===== src/core/bridge_cfg_pkg.sv =====
/*
  Package for the bridge configuration register bank: register offsets,
  field positions, reset values and the carrier structs that travel between
  the configuration port, the routing port and the bank.
  Assumes a 256-byte configuration space that is reached one dword at a time.
*/
package bridge_cfg_pkg;

  //////////////////////////////////////////////////////////////////////////////
  // Widths
  localparam int unsigned CFG_ADDR_W   = 8;
  localparam int unsigned HOST_ADDR_W  = 40;
  localparam int unsigned WIN_LOW_W    = 12;
  localparam int unsigned WIN_HIGH_W   = 8;
  localparam int unsigned BLOCK_BITS   = 20;

  //////////////////////////////////////////////////////////////////////////////
  // Register offsets in configuration space
  localparam logic [7:0] PREFETCH_LIMIT_HIGH_OFS = 8'h2c;
  localparam logic [7:0] CAP_LIST_PTR_OFS        = 8'h34;
  localparam logic [7:0] INT_ROUTING_LINE_OFS    = 8'h3c;
  localparam logic [7:0] INT_PIN_SELECT_OFS      = 8'h3d;
  localparam logic [7:0] BRIDGE_CONTROL_OFS      = 8'h3e;

  //////////////////////////////////////////////////////////////////////////////
  // Reset and fixed values
  localparam logic [31:0] PREFETCH_LIMIT_HIGH_RST = 32'h0000_0000;
  localparam logic [7:0]  CAP_LIST_PTR_VAL        = 8'h88;
  localparam logic [7:0]  INT_ROUTING_LINE_RST    = 8'h00;
  localparam logic [7:0]  INT_PIN_SELECT_VAL      = 8'h01;
  localparam logic [15:0] BRIDGE_CONTROL_RST      = 16'h0000;

  // Window block fill values for the low twenty address bits
  localparam logic [19:0] LIMIT_LOW_FILL = 20'hf_ffff;
  localparam logic [19:0] BASE_LOW_FILL  = 20'h0_0000;

  //////////////////////////////////////////////////////////////////////////////
  // Bridge control field positions
  localparam int unsigned BCTRL_PARITY_RESP_BIT  = 0;
  localparam int unsigned BCTRL_SERR_EN_BIT      = 1;
  localparam int unsigned BCTRL_ISA_EN_BIT       = 2;
  localparam int unsigned BCTRL_VGA_EN_BIT       = 3;
  localparam int unsigned BCTRL_VGA16_BIT        = 4;
  localparam int unsigned BCTRL_HOT_RESET_BIT    = 6;
  // Writable bits of the low control byte; bits 5 and 7 stay zero
  localparam logic [7:0]  BCTRL_LOW_RW_MASK      = 8'h5f;
  // Whole high byte: discard timer fields and reserved bits, all zero
  localparam logic [7:0]  BCTRL_HIGH_VAL         = 8'h00;

  //////////////////////////////////////////////////////////////////////////////
  // Carriers
  typedef struct packed {
    logic                  rd;
    logic                  wr;
    logic [CFG_ADDR_W-1:0] addr;
    logic [3:0]            byteEn;
    logic [31:0]           wdata;
  } cfg_req_t;

  typedef struct packed {
    logic                   valid;
    logic                   prefetch;
    logic [HOST_ADDR_W-1:0] addr;
  } route_req_t;

  typedef struct packed {
    logic [WIN_LOW_W-1:0]  baseLow;
    logic [WIN_HIGH_W-1:0] baseHigh;
    logic [WIN_LOW_W-1:0]  limitLow;
  } window_low_t;

endpackage


===== src/core/bridge_cfg_regs.sv =====
/*
  Configuration register bank for the upper part of a virtual host to
  PCI Express bridge header: prefetchable limit upper dword, capabilities
  pointer, interrupt line and pin, and the bridge control word. Also routes
  processor prefetchable accesses against the programmed window.
  Assumes the lower base and limit fields come from the neighbouring bank,
  and that configuration requests are single-cycle strobes on the clock.
*/
// How it works
// - Upper limit dword, read/write, resets zero
// - Forward prefetchable access only inside base..limit
// - Limit low twenty bits compare as ones
// - Limit bits from lower register and upper byte
// - Capabilities pointer reads fixed 88h
// - Interrupt line byte stored, never used
// - Interrupt pin reads fixed 01h
// - Control bits 11 to 8 hardwired zero
// - Secondary bus reset bit requests hot reset
`timescale 1ns/100ps

module bridge_cfg_regs
(
  // Clock and reset
  input  wire logic                                       clock,
  input  wire logic                                       nrst,
  // Configuration space port
  input  wire bridge_cfg_pkg::cfg_req_t                   cfgReq,
  output logic [31:0]                                     cfgRdata,
  output logic                                            cfgRdValid,
  // Window fields held by the neighbouring bank
  input  wire bridge_cfg_pkg::window_low_t                windowLow,
  // Processor access routing
  input  wire bridge_cfg_pkg::route_req_t                 routeReq,
  output logic                                            routeDone,
  output logic                                            routeToPort,
  // Bridge control toward the port and neighbours
  output logic [15:0]                                     bridgeControl,
  output logic                                            hotResetActive,
  output logic                                            hotResetStart,
  // Interrupt line value for software only
  output logic [7:0]                                      interruptLine
);

  ////////////////////////////////////////////////////////////////////////////
  // State
  typedef struct packed {
    logic [31:0] limitHigh;
    logic [7:0]  intLine;
    logic [7:0]  bctrlLow;
    logic [31:0] rdata;
    logic        rdValid;
    logic        routeDone;
    logic        routeHit;
    logic        hotStart;
  } state_t;

  state_t state_q;
  state_t state_d;

  ////////////////////////////////////////////////////////////////////////////
  // Address decode
  logic [bridge_cfg_pkg::CFG_ADDR_W-1:0] dwordAddr;
  logic                                  selLimitHigh;
  logic                                  selCapPtr;
  logic                                  selIntDword;

  // Config cycles are dword based; byte lanes pick within the dword
  assign dwordAddr    = {cfgReq.addr[bridge_cfg_pkg::CFG_ADDR_W-1:2], 2'b00};
  assign selLimitHigh = (dwordAddr == bridge_cfg_pkg::PREFETCH_LIMIT_HIGH_OFS);
  assign selCapPtr    = (dwordAddr == bridge_cfg_pkg::CAP_LIST_PTR_OFS);
  assign selIntDword  = (dwordAddr == bridge_cfg_pkg::INT_ROUTING_LINE_OFS);

  ////////////////////////////////////////////////////////////////////////////
  // Read word assembly
  logic [15:0] bctrlWord;
  logic [31:0] intDword;
  logic [31:0] capDword;
  logic [31:0] readWord;

  // High byte is discard timers and reserved bits, all fixed zero
  assign bctrlWord = {bridge_cfg_pkg::BCTRL_HIGH_VAL, state_q.bctrlLow};

  // Line, pin and control share one dword in their printed byte lanes
  assign intDword = {bctrlWord,
                     bridge_cfg_pkg::INT_PIN_SELECT_VAL,
                     state_q.intLine};

  // Pointer occupies lane 0 of its dword; upper lanes reserved
  assign capDword = {24'h00_0000, bridge_cfg_pkg::CAP_LIST_PTR_VAL};

  // Unmapped offsets read as zero
  always_comb
  begin
    readWord = 32'h0000_0000;
    if (selLimitHigh)
    begin
      readWord = state_q.limitHigh;
    end
    else if (selCapPtr)
    begin
      readWord = capDword;
    end
    else if (selIntDword)
    begin
      readWord = intDword;
    end
  end

  ////////////////////////////////////////////////////////////////////////////
  // Byte lane write merge
  logic [31:0] limitHighWr;
  logic [7:0]  bctrlLowWr;

  // Each enabled lane replaces its byte of the upper limit
  genvar lane;
  generate
    for (lane = 0; lane < 4; lane++)
    begin : gLimitLane
      assign limitHighWr[lane*8 +: 8] = cfgReq.byteEn[lane]
                                        ? cfgReq.wdata[lane*8 +: 8]
                                        : state_q.limitHigh[lane*8 +: 8];
    end
  endgenerate

  // Fixed-zero bits of the low control byte ignore writes
  assign bctrlLowWr = cfgReq.wdata[23:16] & bridge_cfg_pkg::BCTRL_LOW_RW_MASK;

  ////////////////////////////////////////////////////////////////////////////
  // Window comparison
  logic inWindow;

  // Limit upper byte is the low byte of the upper dword
  prefetch_window_match uWindow
  (
    .addr      (routeReq.addr),
    .baseLow   (windowLow.baseLow),
    .baseHigh  (windowLow.baseHigh),
    .limitLow  (windowLow.limitLow),
    .limitHigh (state_q.limitHigh[bridge_cfg_pkg::WIN_HIGH_W-1:0]),
    .inWindow  (inWindow)
  );

  ////////////////////////////////////////////////////////////////////////////
  // Next state
  logic hotNext;

  always_comb
  begin
    state_d = state_q;
    hotNext = state_q.bctrlLow[bridge_cfg_pkg::BCTRL_HOT_RESET_BIT];

    // Configuration writes
    if (cfgReq.wr)
    begin
      if (selLimitHigh)
      begin
        state_d.limitHigh = limitHighWr;
      end
      if (selIntDword && cfgReq.byteEn[0])
      begin
        state_d.intLine = cfgReq.wdata[7:0];
      end
      // Lane 1 is the read-only pin byte, lane 3 is all fixed zero
      if (selIntDword && cfgReq.byteEn[2])
      begin
        state_d.bctrlLow = bctrlLowWr;
        hotNext = bctrlLowWr[bridge_cfg_pkg::BCTRL_HOT_RESET_BIT];
      end
    end

    // Read answer one cycle after the strobe
    state_d.rdValid = cfgReq.rd;
    if (cfgReq.rd)
    begin
      state_d.rdata = readWord;
    end

    // Routing decision one cycle after the request
    state_d.routeDone = routeReq.valid;
    state_d.routeHit  = routeReq.valid && routeReq.prefetch && inWindow;

    // Rising edge of the secondary bus reset bit starts a hot reset
    state_d.hotStart = hotNext
                       && !state_q.bctrlLow[bridge_cfg_pkg::BCTRL_HOT_RESET_BIT];
  end

  ////////////////////////////////////////////////////////////////////////////
  // State register
  always_ff @(posedge clock or negedge nrst)
  begin
    if (!nrst)
    begin
      state_q.limitHigh <= bridge_cfg_pkg::PREFETCH_LIMIT_HIGH_RST;
      state_q.intLine   <= bridge_cfg_pkg::INT_ROUTING_LINE_RST;
      state_q.bctrlLow  <= bridge_cfg_pkg::BRIDGE_CONTROL_RST[7:0];
      state_q.rdata     <= 32'h0000_0000;
      state_q.rdValid   <= 1'b0;
      state_q.routeDone <= 1'b0;
      state_q.routeHit  <= 1'b0;
      state_q.hotStart  <= 1'b0;
    end
    else
    begin
      state_q <= state_d;
    end
  end

  ////////////////////////////////////////////////////////////////////////////
  // Outputs
  assign cfgRdata       = state_q.rdata;
  assign cfgRdValid     = state_q.rdValid;
  assign routeDone      = state_q.routeDone;
  assign routeToPort    = state_q.routeHit;
  assign bridgeControl  = bctrlWord;
  // Port stays in hot reset while the bit is held set
  assign hotResetActive = state_q.bctrlLow[bridge_cfg_pkg::BCTRL_HOT_RESET_BIT];
  assign hotResetStart  = state_q.hotStart;
  // Stored for software; nothing inside depends on it
  assign interruptLine  = state_q.intLine;

endmodule


===== src/core/prefetch_window_match.sv =====
/*
  Window comparator for processor prefetchable memory routing.
  Assumes the base and limit fields are stable while an access is presented;
  the result is combinational and is registered by the caller.
*/
`timescale 1ns/100ps

module prefetch_window_match
(
  // Access address
  input  wire logic [bridge_cfg_pkg::HOST_ADDR_W-1:0] addr,
  // Window fields
  input  wire logic [bridge_cfg_pkg::WIN_LOW_W-1:0]   baseLow,
  input  wire logic [bridge_cfg_pkg::WIN_HIGH_W-1:0]  baseHigh,
  input  wire logic [bridge_cfg_pkg::WIN_LOW_W-1:0]   limitLow,
  input  wire logic [bridge_cfg_pkg::WIN_HIGH_W-1:0]  limitHigh,
  // Result
  output logic                                        inWindow
);

  logic [bridge_cfg_pkg::HOST_ADDR_W-1:0] baseAddr;
  logic [bridge_cfg_pkg::HOST_ADDR_W-1:0] limitAddr;

  // Base aligned down, limit filled up to the top of its megabyte
  assign baseAddr  = {baseHigh, baseLow, bridge_cfg_pkg::BASE_LOW_FILL};
  assign limitAddr = {limitHigh, limitLow, bridge_cfg_pkg::LIMIT_LOW_FILL};

  // Inclusive at both ends
  assign inWindow = (addr >= baseAddr) && (addr <= limitAddr);

endmodule

===== config.mk =====
export PLATFORM = sky130hd
export DESIGN_NAME = bridge_cfg_regs
export DESIGN_NICKNAME = d
export VERILOG_FILES = /design/src/core/bridge_cfg_pkg.sv /design/src/core/bridge_cfg_regs.sv /design/src/core/prefetch_window_match.sv
export SDC_FILE = /design/constraint.sdc
export NUM_CORES = 1
export LEC_CHECK = 0
export BUFFER_PORTS_ARGS = -buffer_cell sky130_fd_sc_hd__buf_2
export CORE_MARGIN = 2
export CORE_UTILIZATION = 51
export DETAILED_ROUTE_END_ITERATION = 16
export GPL_TIMING_DRIVEN = 1
export PLACE_DENSITY = 0.83
export SYNTH_ARGS = -nofsm -noshare
export SYNTH_HDL_FRONTEND = slang
export SYNTH_SLANG_ARGS = --single-unit

===== constraint.sdc =====
create_clock -name clock -period 4.2 [get_ports clock]
set_clock_uncertainty 0.1 [all_clocks]
set_input_delay 0.42 -clock clock [delete_from_list [all_inputs] [get_ports clock]]
set_output_delay 0.42 -clock clock [all_outputs]
set_load 0.02 [all_outputs]

==> results.json <==
{
  "outcome": "finished clean",
  "r2r_cells": 7,
  "io_buffer_count": 170,
  "seq_area_um2": 2050,
  "slew_headroom_pct": 27.5,
  "tns_ns": 0,
  "cts_sinks": 82,
  "final_area_um2": 5610,
  "path_delay_family": "simple AND/OR/NAND/NOR gates",
  "row_count": 35,
  "synth_cell_types": 40,
  "drt_first_pass_iters": 4,
  "multiInputGateArea_um2": 2080,
  "cts_made_buffers": 9,
  "seq_area_frac_synth_pct": 42.4,
  "drt_iter0_markers": 93,
  "layout_commonest_cell": "buf_2",
  "htreeDepth": 3,
  "post-route-min-period_ns": 2.14,
  "finalNonFillerCells": 741,
  "wire_per_inst_um": 14.7,
  "root_buffer": "clkbuf_8",
  "p_leak_nw": 3.03,
  "antenna_found_initial": 0,
  "synth_flop_cell": "dfrtp_1",
  "synth_warnings": 0,
  "hold_depth": 1,
  "via_count": 3772,
  "slew_viol_final": 0,
  "cts_hold_buf": 0,
  "clk_pin_slew_ns": 0.10,
  "end_kind": "flop",
  "grt_first_pass_wirelength_um": 17300,
  "vdd_ir_drop_max_uv": 185,
  "layout_common_cells": "169 x buf_2, 82 x dfrtp_1, 72 x inv_1",
  "core_area_um2": 9240,
  "cts_setup_buffers": 0,
  "avgSynthCellArea_um2": 10.0,
  "place.gp.congestion": 0.998,
  "crit_path_start_kind": "primary input",
  "required_ns": 4.37,
  "crit_cells": 6,
  "grt_overflow": 0,
  "nNetsFinal": 769,
  "maxCapViolCount": 0,
  "synth_compound_area_share_pct": 9.41,
  "synth_fa_ha_area_share_pct": 10.3,
  "drc": 0,
  "placed_cells": 725,
  "finalSetupViolations": 0,
  "fp.dieH_um": 101,
  "nFillCells": 816,
  "cp_cell_sequence": "buf_2 > and4bb_2 > nand2_2 > nor3b_2 > nand2_1 > o21ai_0",
  "max_stage_delay_ns": 0.96,
  "syn-cell-area_um2": 4840,
  "hp-class": "in -> reg",
  "worstPathBufferInverterCount": 1,
  "critPathSlowestCell": "nor3b_2",
  "critical_path_class": "in -> reg",
  "cts_max_path_buffers": 2,
  "setup_ws_ns": 2.06,
  "placed_cell_area_um2": 5420,
  "final-hold-violation-count": 0,
  "ant_nets": 0,
  "synthArstFlopShare_pct": 100,
  "grt_use_total_pct": 21.5,
  "cp.arrival_ns": 2.31,
  "synth-seq-cells": 82,
  "tritoncts": "done",
  "drive_above_1_share_pct": 40.2,
  "worst_pin_slew_ns": 1.08,
  "die_area_um2": 10300,
  "die_width_um": 101,
  "via_per_inst": 5.09,
  "power_density_nw_per_um2": 297,
  "timing.rr.start": "state_q[57]",
  "synthMuxAreaShare_pct": 12.1,
  "period_share_pct": 50.9,
  "worstSkewPairLatency_ns": 0.35,
  "hp-start": "routeReq[41]",
  "cp-startpoint": "cfgReq[42]",
  "grt_max_degree": 83,
  "ios": 183,
  "area_delta_synth_final_pct": 15.9,
  "n_antenna_cell": 0,
  "path_max_fanout": 17,
  "ctsResizeCount": 0,
  "dp_slack_ns": 1.68,
  "synthSimpleGateAreaFrac_pct": 10.3,
  "fmax_ghz": 0.468,
  "synth_top_family_by_area": "buffers and inverters",
  "synthCells": 484,
  "initial_utilization_pct": 52.4,
  "dpl.hpwl_um": 8450,
  "synth_xor_xnor_area_share_pct": 0,
  "grt_pass1_vias": 3818,
  "synth-edff-count": 0,
  "grt_setup_unrepaired": "no",
  "routed_wirelength_um": 10900
}
==> area by class of cell <==
class	count	share of cell area [%]
clock inverter	7	1.03
clock buffer	9	2.21
inverter	72	4.82
tap	129	2.88
timing repair buffer	171	15.4
sequential	82	36.6
multi-input combinational	271	37.1
==> metal layers <==
layer | part of all wire, % | track usage (%) | up-vias
li1 | - | - | 1829
met1 | 42 | 26.4 | 1785
met2 | 51 | 37.0 | 132
met3 | 5.1 | 5.24 | 26
met4 | 2.1 | 7.38 | 0
met5 | 0 | 0 | -
==> registers in the layout (all words and copies together) (netlist names) <==
register       cells
bridgeControl      6
hotResetStart      1
routeToPort        1
cfgRdata          32
routeDone          1
interruptLine      8
cfgRdValid         1
state_q           32
==> Yosys cell counts (3+ instances only) <==
cell,count,area (um^2)
a211oi_1,3,22.5
a21o_1,5,37.5
a21oi_1,14,70.1
and4_1,9,78.8
buf_1,3,11.3
buf_2,4,20.0
buf_4,56,420
clkbuf_1,5,18.8
dfrtp_1,82,2050
ha_1,40,500
inv_1,72,270
mux2_2,51,574
nand2_1,48,180
nand2_2,5,31.3
nand4_1,7,43.8
nor3_1,3,15.0
nor4_1,4,25.0
o21ai_0,36,180
o22ai_1,12,75.1
==> final timing paths <==
path / end / slack [ns]
min in group asynchronous: state_q[66] / 0.12
min: routeDone / 0.09
min reg2reg: cfgRdata[28] / 0.38
max in group asynchronous: cfgRdata[2] / 3.21
max reg2reg: routeToPort / 2.20
max: cfgRdata[25] / 2.06
==> worst register-to-register path, cell delays in order (launching register included) <==
cell      delay (ns)
dfrtp_1         0.39
inv_1           0.08
ha_1            0.25
a21o_1          0.19
a21o_1          0.17
a221oi_1        0.36
o21ai_0         0.15
a211oi_1        0.22
==> kinds of logic (layout without fill, tap and decap cells) <==
group           Yosys count  after routing
fa+ha+maj                40             40
other cells               1             10
compound gates           78             78
buf+inv                 140            259
mux                      52             52
flops                    82             82
simple gates             91             91
==> power by group <==
| group | internal, mW | switching (mW) |
|---|---|---|
| Sequential | 0.827 | 0.0227 |
| Combinational | 0.131 | 0.155 |
| Clock | 0.224 | 0.304 |
==> through the flow <==
step	hold WS [ns]	util (%)	power (mW)
floorplan	0.0244	-	1.04
global placement	0.351	58.7	1.13
detailed placement	0.362	58.7	1.15
CTS	0.0731	60.7	1.68
global route	0.0741	60.7	1.75
finish	0.0943	60.7	1.66
Note: power is estimated with default switching activity, not from simulation.
